===== config.mk =====
export PLATFORM = sky130hd
export DESIGN_NAME = crc16_ccitt_byte_generator
export DESIGN_NICKNAME = d
export VERILOG_FILES = /design/src/design/crc_pkg.sv /design/src/design/crc16_ccitt_byte_generator.sv /design/src/design/crc_byte_step.sv
export SDC_FILE = /design/constraint.sdc
export NUM_CORES = 1
export LEC_CHECK = 0
export ABC_AREA = 1
export BUFFER_PORTS_ARGS = -buffer_cell sky130_fd_sc_hd__buf_2
export CAP_MARGIN = 20
export CORE_MARGIN = 1
export CORE_UTILIZATION = 35
export DETAILED_ROUTE_END_ITERATION = 12
export SLEW_MARGIN = 20
export SYNTH_ARGS = -nofsm -noshare
export SYNTH_HDL_FRONTEND = slang
export SYNTH_HIERARCHICAL = 1
export SYNTH_SLANG_ARGS = --single-unit

===== constraint.sdc =====
create_clock -name clock -period 2.1 [get_ports clock]
set_clock_uncertainty 0.2 [all_clocks]
set_input_delay 0.105 -clock clock [delete_from_list [all_inputs] [get_ports clock]]
set_output_delay 0.105 -clock clock [all_outputs]
set_load 0.01 [all_outputs]

===== src/design/crc_pkg.sv =====
package crc_pkg;
  // avalon word addresses (byte address = 4 * index)
  localparam logic [3:0]  idx_result_high = 4'h0;
  localparam logic [3:0]  idx_result_low  = 4'h1;
  localparam logic [3:0]  idx_control     = 4'h2;
  localparam logic [3:0]  idx_status      = 4'h3;
  // control bits
  localparam int          ctl_stop_light  = 0;
  localparam int          ctl_stop_deep   = 1;
  // status bits
  localparam int          sts_seed_armed  = 0;
  localparam int          sts_frozen      = 1;
  localparam int          sts_pending     = 2;
  // generator
  localparam logic [15:0] crc_poly        = 16'h1021;
  localparam logic [15:0] crc_reset_value = 16'h0000;
  localparam int          bits_per_byte   = 8;
  localparam logic [31:0] unmapped_value  = 32'h0000_0000;
endpackage : crc_pkg


===== src/design/crc16_ccitt_byte_generator.sv =====
// Decided for this implementation: the register offsets and the Avalon-MM slave port.
`timescale 1ns/1ns
module crc16_ccitt_byte_generator (
  // clock and reset
  input  wire logic        clock,
  input  wire logic        resetn,
  // avalon-mm slave
  input  wire logic [3:0]  address,
  input  wire logic        read,
  input  wire logic        write,
  input  wire logic [31:0] writedata,
  input  wire logic [3:0]  byteenable,
  output logic      [31:0] readdata,
  output logic             waitrequest
);

  ////////////////////////////////////////////////////////////////////////////
  // state
  typedef enum logic [1:0] {
    st_idle   = 2'b01,
    st_armed  = 2'b10
  } seed_e;

  seed_e       seed_q, seed_d;
  logic [15:0] crc_q, crc_d;
  logic [7:0]  data_q, data_d;
  logic        pend_q, pend_d;
  logic [1:0]  ctl_q, ctl_d;
  logic [31:0] rdata_q, rdata_d;
  logic        ack_q, ack_d;
  logic [15:0] step_out;

  logic wr_lo, wr_hi, wr_ctl, frozen, deep;
  logic rd_new, wr_new;

  ////////////////////////////////////////////////////////////////////////////
  // helpers
  // register select, used by the write strobes; the read path decodes address in its own case
  function automatic logic hit(input logic [3:0] addr, input logic [3:0] idx);
    return addr == idx;
  endfunction : hit

  // one register byte onto the low lane of the bus word
  function automatic logic [31:0] lane0(input logic [7:0] b);
    return {24'h000000, b};
  endfunction : lane0

  // bit at a time form of the step; the assertions hold the unrolled
  // module against it, so a slip in either one shows up
  function automatic logic [15:0] serial_step(input logic [15:0] c, input logic [7:0] b);
    logic [15:0] r;
    r = c;
    for (int i = crc_pkg::bits_per_byte - 1; i >= 0; i--) begin
      r = {r[14:0], 1'b0} ^ ((r[15] ^ b[i]) ? crc_pkg::crc_poly : 16'h0000);
    end
    return r;
  endfunction : serial_step

  ////////////////////////////////////////////////////////////////////////////
  // bus decode; byte lane 0 carries the register bytes
  assign frozen = ctl_q[crc_pkg::ctl_stop_light];
  assign deep   = ctl_q[crc_pkg::ctl_stop_deep];
  // first cycle of an access; the second one only answers
  assign rd_new = read & ~ack_q;
  assign wr_new = write & ~ack_q & byteenable[0];
  // one wait cycle, so every access answers on the second edge
  assign waitrequest = (read | write) & ~ack_q;
  // a frozen block holds off crc register writes until resume; the refused
  // write is still answered, so software never stalls on it
  assign wr_hi  = wr_new & ~frozen & hit(address, crc_pkg::idx_result_high);
  assign wr_lo  = wr_new & ~frozen & hit(address, crc_pkg::idx_result_low);
  assign wr_ctl = wr_new & hit(address, crc_pkg::idx_control);
  assign readdata = rdata_q;

  crc_byte_step u_step (
    .crc_in  (crc_q),
    .data_in (data_q),
    .crc_out (step_out)
  );

  ////////////////////////////////////////////////////////////////////////////
  // generator: seed sequence, data byte and shift register
  always_comb begin
    seed_d  = seed_q;
    crc_d   = crc_q;
    data_d  = data_q;
    pend_d  = pend_q;
    // the byte step completes one edge after the write is taken, on the same edge that takes the answer
    if (pend_q && !frozen) begin
      crc_d  = step_out;
      pend_d = 1'b0;
    end
    if (wr_hi) begin
      crc_d[15:8] = writedata[7:0];
      seed_d      = st_armed;
      pend_d      = 1'b0;
    end else if (wr_lo) begin
      case (seed_q)
        st_armed: begin
          crc_d[7:0] = writedata[7:0];
          seed_d     = st_idle;
        end
        st_idle: begin
          data_d = writedata[7:0];
          pend_d = 1'b1;
        end
        default: seed_d = st_idle;
      endcase
    end
    // deep stop: block unpowered, comes back in reset state
    if (deep) begin
      crc_d  = crc_pkg::crc_reset_value;
      seed_d = st_idle;
      pend_d = 1'b0;
    end
  end

  ////////////////////////////////////////////////////////////////////////////
  // registers
  always_ff @(posedge clock) begin
    if (!resetn) begin
      seed_q  <= st_idle;
      crc_q   <= crc_pkg::crc_reset_value;
      data_q  <= 8'h00;
      pend_q  <= 1'b0;
    end else begin
      seed_q  <= seed_d;
      crc_q   <= crc_d;
      data_q  <= data_d;
      pend_q  <= pend_d;
    end
  end

  ////////////////////////////////////////////////////////////////////////////
  // bus answer: acknowledge and registered read data
  always_comb begin
    ack_d   = (read | write) & ~ack_q;
    rdata_d = rdata_q;
    // reads follow the next crc value, so a read that meets a step sees it
    if (rd_new) begin
      case (address)
        crc_pkg::idx_result_high: rdata_d = lane0(crc_d[15:8]);
        crc_pkg::idx_result_low:  rdata_d = lane0(crc_d[7:0]);
        crc_pkg::idx_control:     rdata_d = {30'h00000000, ctl_q};
        crc_pkg::idx_status:      rdata_d = {29'h00000000, pend_q, frozen,
                                             seed_q == st_armed};
        default:                  rdata_d = crc_pkg::unmapped_value;
      endcase
    end
  end

  always_ff @(posedge clock) begin
    if (!resetn) begin
      ack_q   <= 1'b0;
      rdata_q <= 32'h0000_0000;
    end else begin
      ack_q   <= ack_d;
      rdata_q <= rdata_d;
    end
  end

  ////////////////////////////////////////////////////////////////////////////
  // control: light and deep stop requests; deep stop is a level, so the
  // generator stays in its reset state for as long as it is set
  always_comb begin
    ctl_d = ctl_q;
    if (wr_ctl) begin
      ctl_d = {writedata[crc_pkg::ctl_stop_deep], writedata[crc_pkg::ctl_stop_light]};
    end
  end

  always_ff @(posedge clock) begin
    if (!resetn) begin
      ctl_q <= 2'h0;
    end else begin
      ctl_q <= ctl_d;
    end
  end

  ////////////////////////////////////////////////////////////////////////////
  // assertions
  seed_high_load_a: assert property (@(posedge clock) disable iff (!resetn)
    wr_hi && !deep |=> crc_q[15:8] == $past(writedata[7:0]) && seed_q == st_armed)
    else $error("high write did not load seed");
  seed_low_load_a: assert property (@(posedge clock) disable iff (!resetn)
    wr_lo && seed_q == st_armed && !deep |=> crc_q[7:0] == $past(writedata[7:0])
    && !pend_q)
    else $error("armed low write not a seed");
  data_byte_a: assert property (@(posedge clock) disable iff (!resetn)
    wr_lo && seed_q == st_idle && !deep |=> pend_q)
    else $error("data byte not taken");
  no_early_shift_a: assert property (@(posedge clock) disable iff (!resetn)
    seed_q == st_armed |-> !pend_q)
    else $error("shift while seed armed");
  step_done_a: assert property (@(posedge clock) disable iff (!resetn)
    pend_q && !frozen && !deep && !wr_hi |=> crc_q == $past(step_out) && !pend_q)
    else $error("byte step not done in one cycle");
  read_high_a: assert property (@(posedge clock) disable iff (!resetn)
    read && !ack_q && address == crc_pkg::idx_result_high && !deep
    |=> readdata[7:0] == crc_q[15:8] && !waitrequest)
    else $error("high read wrong");
  read_low_a: assert property (@(posedge clock) disable iff (!resetn)
    read && !ack_q && address == crc_pkg::idx_result_low && !deep
    |=> readdata[7:0] == crc_q[7:0])
    else $error("low read wrong");
  freeze_hold_a: assert property (@(posedge clock) disable iff (!resetn)
    frozen && !deep && !wr_ctl |=> $stable(crc_q))
    else $error("crc moved while frozen");
  deep_reset_a: assert property (@(posedge clock) disable iff (!resetn)
    deep |=> crc_q == crc_pkg::crc_reset_value && seed_q == st_idle)
    else $error("deep stop did not reset");

  // bus timing and read data
  one_wait_a: assert property (@(posedge clock) disable iff (!resetn)
    waitrequest |=> ack_q)
    else $error("access not answered after one wait");

  ack_pulse_a: assert property (@(posedge clock) disable iff (!resetn)
    ack_q |=> !ack_q)
    else $error("answer stood longer than one cycle");

  read_upper_a: assert property (@(posedge clock) disable iff (!resetn)
    read && ack_q |-> readdata[31:8] == 24'h000000)
    else $error("read data upper bits not zero");

  unmapped_read_a: assert property (@(posedge clock) disable iff (!resetn)
    rd_new && address > crc_pkg::idx_status |=> readdata == crc_pkg::unmapped_value)
    else $error("unmapped read not zero");

  status_read_a: assert property (@(posedge clock) disable iff (!resetn)
    rd_new && address == crc_pkg::idx_status
    |=> readdata[crc_pkg::sts_seed_armed] == $past(seed_q == st_armed)
    && readdata[crc_pkg::sts_frozen] == $past(frozen)
    && readdata[crc_pkg::sts_pending] == $past(pend_q))
    else $error("status read wrong");

  // generator
  step_ref_a: assert property (@(posedge clock) disable iff (!resetn)
    pend_q |-> step_out == serial_step(crc_q, data_q))
    else $error("byte step differs from bit serial form");

  reset_state_a: assert property (@(posedge clock)
    $rose(resetn) |-> crc_q == crc_pkg::crc_reset_value && seed_q == st_idle && !pend_q)
    else $error("state after reset not clear");

  seed_no_shift_a: assert property (@(posedge clock) disable iff (!resetn)
    wr_lo && seed_q == st_armed && !deep |=> crc_q[15:8] == $past(crc_q[15:8]))
    else $error("seed low byte disturbed high byte");

  data_capture_a: assert property (@(posedge clock) disable iff (!resetn)
    wr_lo && seed_q == st_idle |=> data_q == $past(writedata[7:0]))
    else $error("data byte not captured");

  restart_a: assert property (@(posedge clock) disable iff (!resetn)
    wr_hi && !deep |=> !pend_q)
    else $error("restart left a byte pending");

  crc_quiet_a: assert property (@(posedge clock) disable iff (!resetn)
    !wr_hi && !(wr_lo && seed_q == st_armed) && !pend_q && !deep
    |=> $stable(crc_q))
    else $error("crc changed with no cause");

  // refused writes and stop modes
  frozen_refuse_a: assert property (@(posedge clock) disable iff (!resetn)
    write && !ack_q && frozen && !deep && !pend_q && address == crc_pkg::idx_result_low
    |=> !pend_q && $stable(seed_q))
    else $error("crc write taken while frozen");

  lane_refused_a: assert property (@(posedge clock) disable iff (!resetn)
    write && !ack_q && !byteenable[0] && !pend_q && !deep
    |=> $stable(crc_q) && $stable(seed_q) && $stable(ctl_q))
    else $error("write without lane 0 took effect");

  ctl_write_a: assert property (@(posedge clock) disable iff (!resetn)
    wr_ctl |=> frozen == $past(writedata[crc_pkg::ctl_stop_light])
    && deep == $past(writedata[crc_pkg::ctl_stop_deep]))
    else $error("control write not taken");

  // scenario covers
  seed_cov_c: cover property (@(posedge clock) disable iff (!resetn)
    wr_hi ##[1:8] wr_lo ##[1:8] wr_lo);
  data_cov_c: cover property (@(posedge clock) disable iff (!resetn)
    pend_q && !frozen);
  freeze_cov_c: cover property (@(posedge clock) disable iff (!resetn)
    frozen && write && !ack_q && address == crc_pkg::idx_result_low);
  deep_cov_c: cover property (@(posedge clock) disable iff (!resetn)
    deep ##1 !deep);
endmodule : crc16_ccitt_byte_generator


===== src/design/crc_byte_step.sv =====
`timescale 1ns/1ns
// combinational eight-bit step of the generator
module crc_byte_step (
  // running value and byte in
  input  wire logic [15:0] crc_in,
  input  wire logic [7:0]  data_in,
  // next value
  output logic      [15:0] crc_out
);
  always_comb begin
    logic [15:0] c;
    c = crc_in;
    for (int i = crc_pkg::bits_per_byte - 1; i >= 0; i--) begin
      // v.41 feedback: input bit xored with msb, no augmentation
      if (c[15] ^ data_in[i]) begin
        c = {c[14:0], 1'b0} ^ crc_pkg::crc_poly;
      end else begin
        c = {c[14:0], 1'b0};
      end
    end
    crc_out = c;
  end
endmodule : crc_byte_step


== After elaboration in Yosys (flattened, before gate mapping) ==
Cells that the tools add are included.
Word-level totals
  flip-flop bits (word level): 62
  output and inout port bits: 33
Cells by class
  equality and inequality tests: 6
  multiplexer cells: 21
  bitwise gates (word level): 29
  reductions and logical operators: 8
Operators with widths (count)
  $mux W13: 8
  $mux W16: 2
  $mux W8: 4
  $pmux W8 S4: 1
  $not A3 Y3: 8
  $and A1 B1 Y1: 8
  $eq A4 B2 Y1 const B: 2
  $xor A1 B1 Y1: 8
  $mux W2: 3
  $eq A4 B1 Y1 const B: 1
  $logic_not A4 Y1: 1
  $not A1 Y1: 4
  $mux W1: 3
  $reduce_and A3 Y1: 1
  $reduce_or A3 Y1: 1
  $eq A2 B1 Y1 const B: 1
  $eq A2 B2 Y1 const B: 1
  $ne A2 B2 Y1 const B: 1
  $reduce_and A2 Y1: 1
  $reduce_bool A2 Y1: 1
  $reduce_or A2 Y1: 1
  $logic_and A1 B1 Y1: 1
  $logic_not A1 Y1: 1
  $or A1 B1 Y1: 1

== Depth between registers and ports, before layout ==
  depth in word-level cells: 22
  mapped depth: 16
  depth with buffers taken out: 16

== Cells and area by module ==
The synthesis kept the hierarchy.
Modules (own cells, without submodules)
  crc16_ccitt_byte_generator: instances 1, cells each 339, area an instance 2308.5 um^2
  crc_byte_step: instances 1, cells each 108, area an instance 470.5 um^2

== Least setup slack after synthesis ==
No wires, ideal clock.
  path type: reg-to-reg
  start: register data_q[5]
  end: register rdata_q[6] (netlist: readdata[6])
  library setup time: 0.071 ns
  arrival: 1.299 ns
  setup slack: 0.531 ns
  cell stages (with the launch flop): 15
  buffers on the path: 0
  clock period less this slack: 1.569 ns
  cell sequence: dfxtp_1 > inv_1 > nand2_1 > nand2_1 > nand2_2 > nand2_2 > nand2_1 > nand2_1 > nand2_1 > and2_1 > nand2_1 > nand4_1 > nand2_1 > nand2_1 > a21oi_1
Between the ends
  word-level cells in the longest chain between the ends: 11
Ends and longest elaborated chain
  start, declared: line crc16_ccitt_byte_generator.sv:26  | logic [7:0] data_q, data_d;
  start signal, assigned: line crc16_ccitt_byte_generator.sv:129  | data_q <= data_d;
  $xor A1 B1 Y1 (*): line crc_byte_step.sv:15  | if (c[15] ^ data_in[i]) begin
  $mux W13 (*): line crc_byte_step.sv:15
  $xor A1 B1 Y1 (*): line crc_byte_step.sv:15
  $mux W13 (*) (2 in a row): line crc_byte_step.sv:15
  named net step_out[6]: line crc16_ccitt_byte_generator.sv:31  | logic [15:0] step_out;
  $mux W16 (*): line crc16_ccitt_byte_generator.sv:89  | if (pend_q && !frozen) begin
  $mux W8: line crc16_ccitt_byte_generator.sv:98  | case (seed_q)
  $mux W8: line crc16_ccitt_byte_generator.sv:97  | end else if (wr_lo) begin
  $mux W8 (*): line crc16_ccitt_byte_generator.sv:93  | if (wr_hi) begin
  $mux W16 (*): line crc16_ccitt_byte_generator.sv:111  | if (deep) begin
  $pmux W8 S4 (*): line crc16_ccitt_byte_generator.sv:141  | case (address)
  end signal, assigned: line crc16_ccitt_byte_generator.sv:158  | rdata_q <= rdata_d;
  end, declared: line crc16_ccitt_byte_generator.sv:29  | logic [31:0] rdata_q, rdata_d;
The timed path passes the listed nets; every way through them passes the cells marked *.
A chain may end at the register's enable or synchronous reset.

== Worst setup path after layout ==
  start: input port write
  end: register ctl_q[0]
Between the ends
  word-level cells in the longest chain between the ends: 3
Ends and longest elaborated chain
  start, declared: line crc16_ccitt_byte_generator.sv:10  | input wire logic write,
  $and A1 B1 Y1 (2 in a row): line crc16_ccitt_byte_generator.sv:65  | assign wr_new = write & ~ack_q & byteenable[0];
  $and A1 B1 Y1: line crc16_ccitt_byte_generator.sv:72  | assign wr_ctl = wr_new & hit(address, crc_pkg::idx_control);
  end signal, assigned: line crc16_ccitt_byte_generator.sv:176  | ctl_q <= ctl_d;
  end, declared: line crc16_ccitt_byte_generator.sv:28  | logic [1:0] ctl_q, ctl_d;
Every way passes these cells.

==> results.yml <==
outcome:
  outcome: "finished clean"
detailed_routing:
  drc_errors: 0
  vias: 2827
  routedWlPerCell_microns: 12.2
  ant_nets: 0
  dr.pass1.iters: 4
  wl_microns: 7190
  routed_via_density: 4.78
  dr.first_iter.drc_count: 190
timing:
  setup_viol: 0
  slew_violations: 0
  hold_viol: 0
  period_share_pct: 89.9
  max_freq_mhz: 530
  holdWs_ns: 0.0831
  period_minus_slack_ns: 1.89
  totalNegativeSetupSlack_ns: 0
  rsz0062_at_grt: "no"
critical_path:
  cp.required_ns: 2.15
  slowest_delay_ns: 0.55
  worst_ep_arrival_time_ns: 1.94
  reg2reg_from: "ack_q$_SDFF_PN0_"
  endpoint_kind: "register"
  crit_top_cell: "dlygate4sd3_1"
  startpoint: "write"
  critPathSlowestCell: "dlygate4sd3_1"
  startpoint_type: "input pin"
  critPathMaxFanout: 4
  critical_path_class: "in2reg"
  path_cells: "dlygate4sd3_1, buf_2, nand3_2, nor4_2, o21ai_0, a21oi_1, dlygate4sd3_1"
place:
  gp_congestion: 0.861
  portBuffers: 25
  placed_area_sq_um: 2920
  dpl.hpwl_microns: 5180
layout:
  area_delta_synth_final_pct: 13.8
  ff_latch_area_sq_um: 761
  postLayoutCellArea_sq_um: 3160
  layout-drive-gt1-share_pct: 17.2
  n_fill_cell: 858
  multi_input_area_sq_um: 1630
  insertedDiodeCount: 0
  nets: 532
synth:
  yosys.cell_types.count: 37
  ys_ff_latch: 38
  async_reset_ff_share_pct: 0
  netlist_area_sq_um: 2780
  synthTopCellsByArea: "dfxtp_1, nand2_1, nand3_1"
  post-synth-top-count-cell: "nand2_1"
  ys.flop_type: "dfxtp_1"
  synth_common_cells: "nand2_1, nand3_1, inv_1"
  syn_avg_cell_area_sq_um: 6.22
  yosysTopAreaCell: "dfxtp_1"
  seq_area_frac_synth_pct: 27.4
  syn_inst: 447
  synth_warnings: 6
  synth_top_area_share_pct: 27.4
  synth_edf_count: 0
cts:
  cts_root_buf: "clkbuf_8"
  clock_path_buffers: 2
  post_cts_buffers: 0
  htreeDepth: 2
  tritoncts: "done"
  cts_made_buffers: 5
  clk_latency_ns: 0.30
  clk_pin_slew_ns: 0.09
  clock_sinks: 38
die:
  die_h_microns: 91.1
  initial_utilization_pct: 36.1
  die_x_microns: 91.1
  core_sq_um: 7690
  design.portCount: 77
  rows: 32
  dieArea_sq_um: 8300
min_path:
  worstHoldStart: "byteenable[0]"
  hold_class: "in2reg"
pwr:
  p_int_mw: 1.15
  clockPowerShare_pct: 41.3
  power_density_nw_per_um2: 499
  power.switching_mw: 0.430
  pwr-share-seq_pct: 46.7
  ir_worst_vdd_mv: 0.240
  leakagePower_nw: 1.49
  p_comb_share_pct: 12.0
  swShare_pct: 27.3
grt:
  antenna_found_initial: 0
  met2_usage_pct: 30.2
  met3_usage_pct: 2.01
  first_global_vias: 2562
  grt_pass1_wl_microns: 11800
  grt_max_degree: 21
  track_usage_pct: 18.1
  met1_usage_pct: 24.1
  busiest_layer: "met2"
  gr-total-overflow: 0
job:
  drv_cap: 0
placed cells by master, fill, tap and decap left out, types with 2 or more instances in the layout:
master / count
inv_1: 42
buf_4: 10
clkbuf_8: 5
nor3_1: 2
o21ai_0: 9
inv_2: 8
nand2_2: 14
a21oi_2: 2
o21ai_1: 5
nand4_1: 16
nand3_1: 48
conb_1: 24
dlygate4sd3_1: 12
dfxtp_1: 38
a21oi_1: 18
xor2_1: 3
buf_2: 25
nand2_1: 147
and2_1: 7
clkinvlp_4: 2
clkinv_1: 2
o21ai_2: 5
nor2_4: 3
nor2_1: 29
what timing repair did:
action / CTS / global route
gates resized for setup: 0 / 1
hold buffers: 12 / 0
endpoints found under the hold margin: 12 / 0
endpoints found under the setup margin: 0 / 2
path summary, 6_finish.rpt:
kind                            depth (start not counted)                        to  slack, ns
worst max-delay path                                    7     ctl_q[0]$_SDFFE_PN0P_       0.21
worst min-delay path                                    5         pend_q$_SDFF_PP0_       0.08
worst max register to register                          6     ctl_q[0]$_SDFFE_PN0P_       0.27
worst min register to register                          2  readdata[0]$_SDFFE_PN0P_       0.26
metrics by stage:
step	worst slack [ns]	instances	power, mW	util, %
after floorplan	0.531	470	0.905	-
after global placement	0.329	571	0.924	38.0
after detailed placement	0.309	571	0.926	38.0
after CTS	0.0736	591	1.60	41.0
after global routing	0.0307	591	1.65	41.1
final	0.213	591	1.58	41.1
power by group through the flow:
stage / Clock (mW) / Combinational, mW / Sequential [mW]
3_3_place_gp: 0 / 0.172 / 0.753
6_report: 0.651 / 0.190 / 0.736
5_1_grt: 0.697 / 0.213 / 0.737
3_5_place_dp: 0 / 0.174 / 0.753
4_1_cts: 0.673 / 0.189 / 0.736
2_1_floorplan: 0 / 0.154 / 0.751
state kept, by name, indices dropped and copies added, names as in the netlist:
register and flops:
crc_q 16, data_q 8, readdata 8, ctl_q 2
seed_q 2, ack_q 1, pend_q 1
final cells by class:
class / instances / share of cell area [%]
inverter: 54 / 6.73
multi-input combinational: 342 / 51.4
clock inverter: 3 / 1.42
tap: 102 / 4.04
clock buffer: 5 / 2.18
timing repair buffer: 47 / 10.1
sequential: 38 / 24.1
kinds of logic (layout without fill, tap and decap cells):
logic type | Yosys count | in the layout | synth area share [%]
flops | 38 | 38 | 27.4
simple gates | 274 | 274 | 45.6
other cells | 1 | 24 | 0.135
buf+inv | 90 | 109 | 17.4
xor+xnor | 4 | 4 | 1.26
compound gates | 40 | 40 | 8.24
critical path: cells and delay by family:
family                 cells  cell delay, ns
and+or+nand+nor            2            0.38
buffers and inverters      3            1.20
AOI/OAI and AO/OA          2            0.26
layer usage:
layer	wire [microns]	share of wire, %
met5	0	0
met4	120	1.7
met3	365	5.1
met2	3370	47
met1	3330	46
Note: power is estimated with default switching activity, not from simulation.
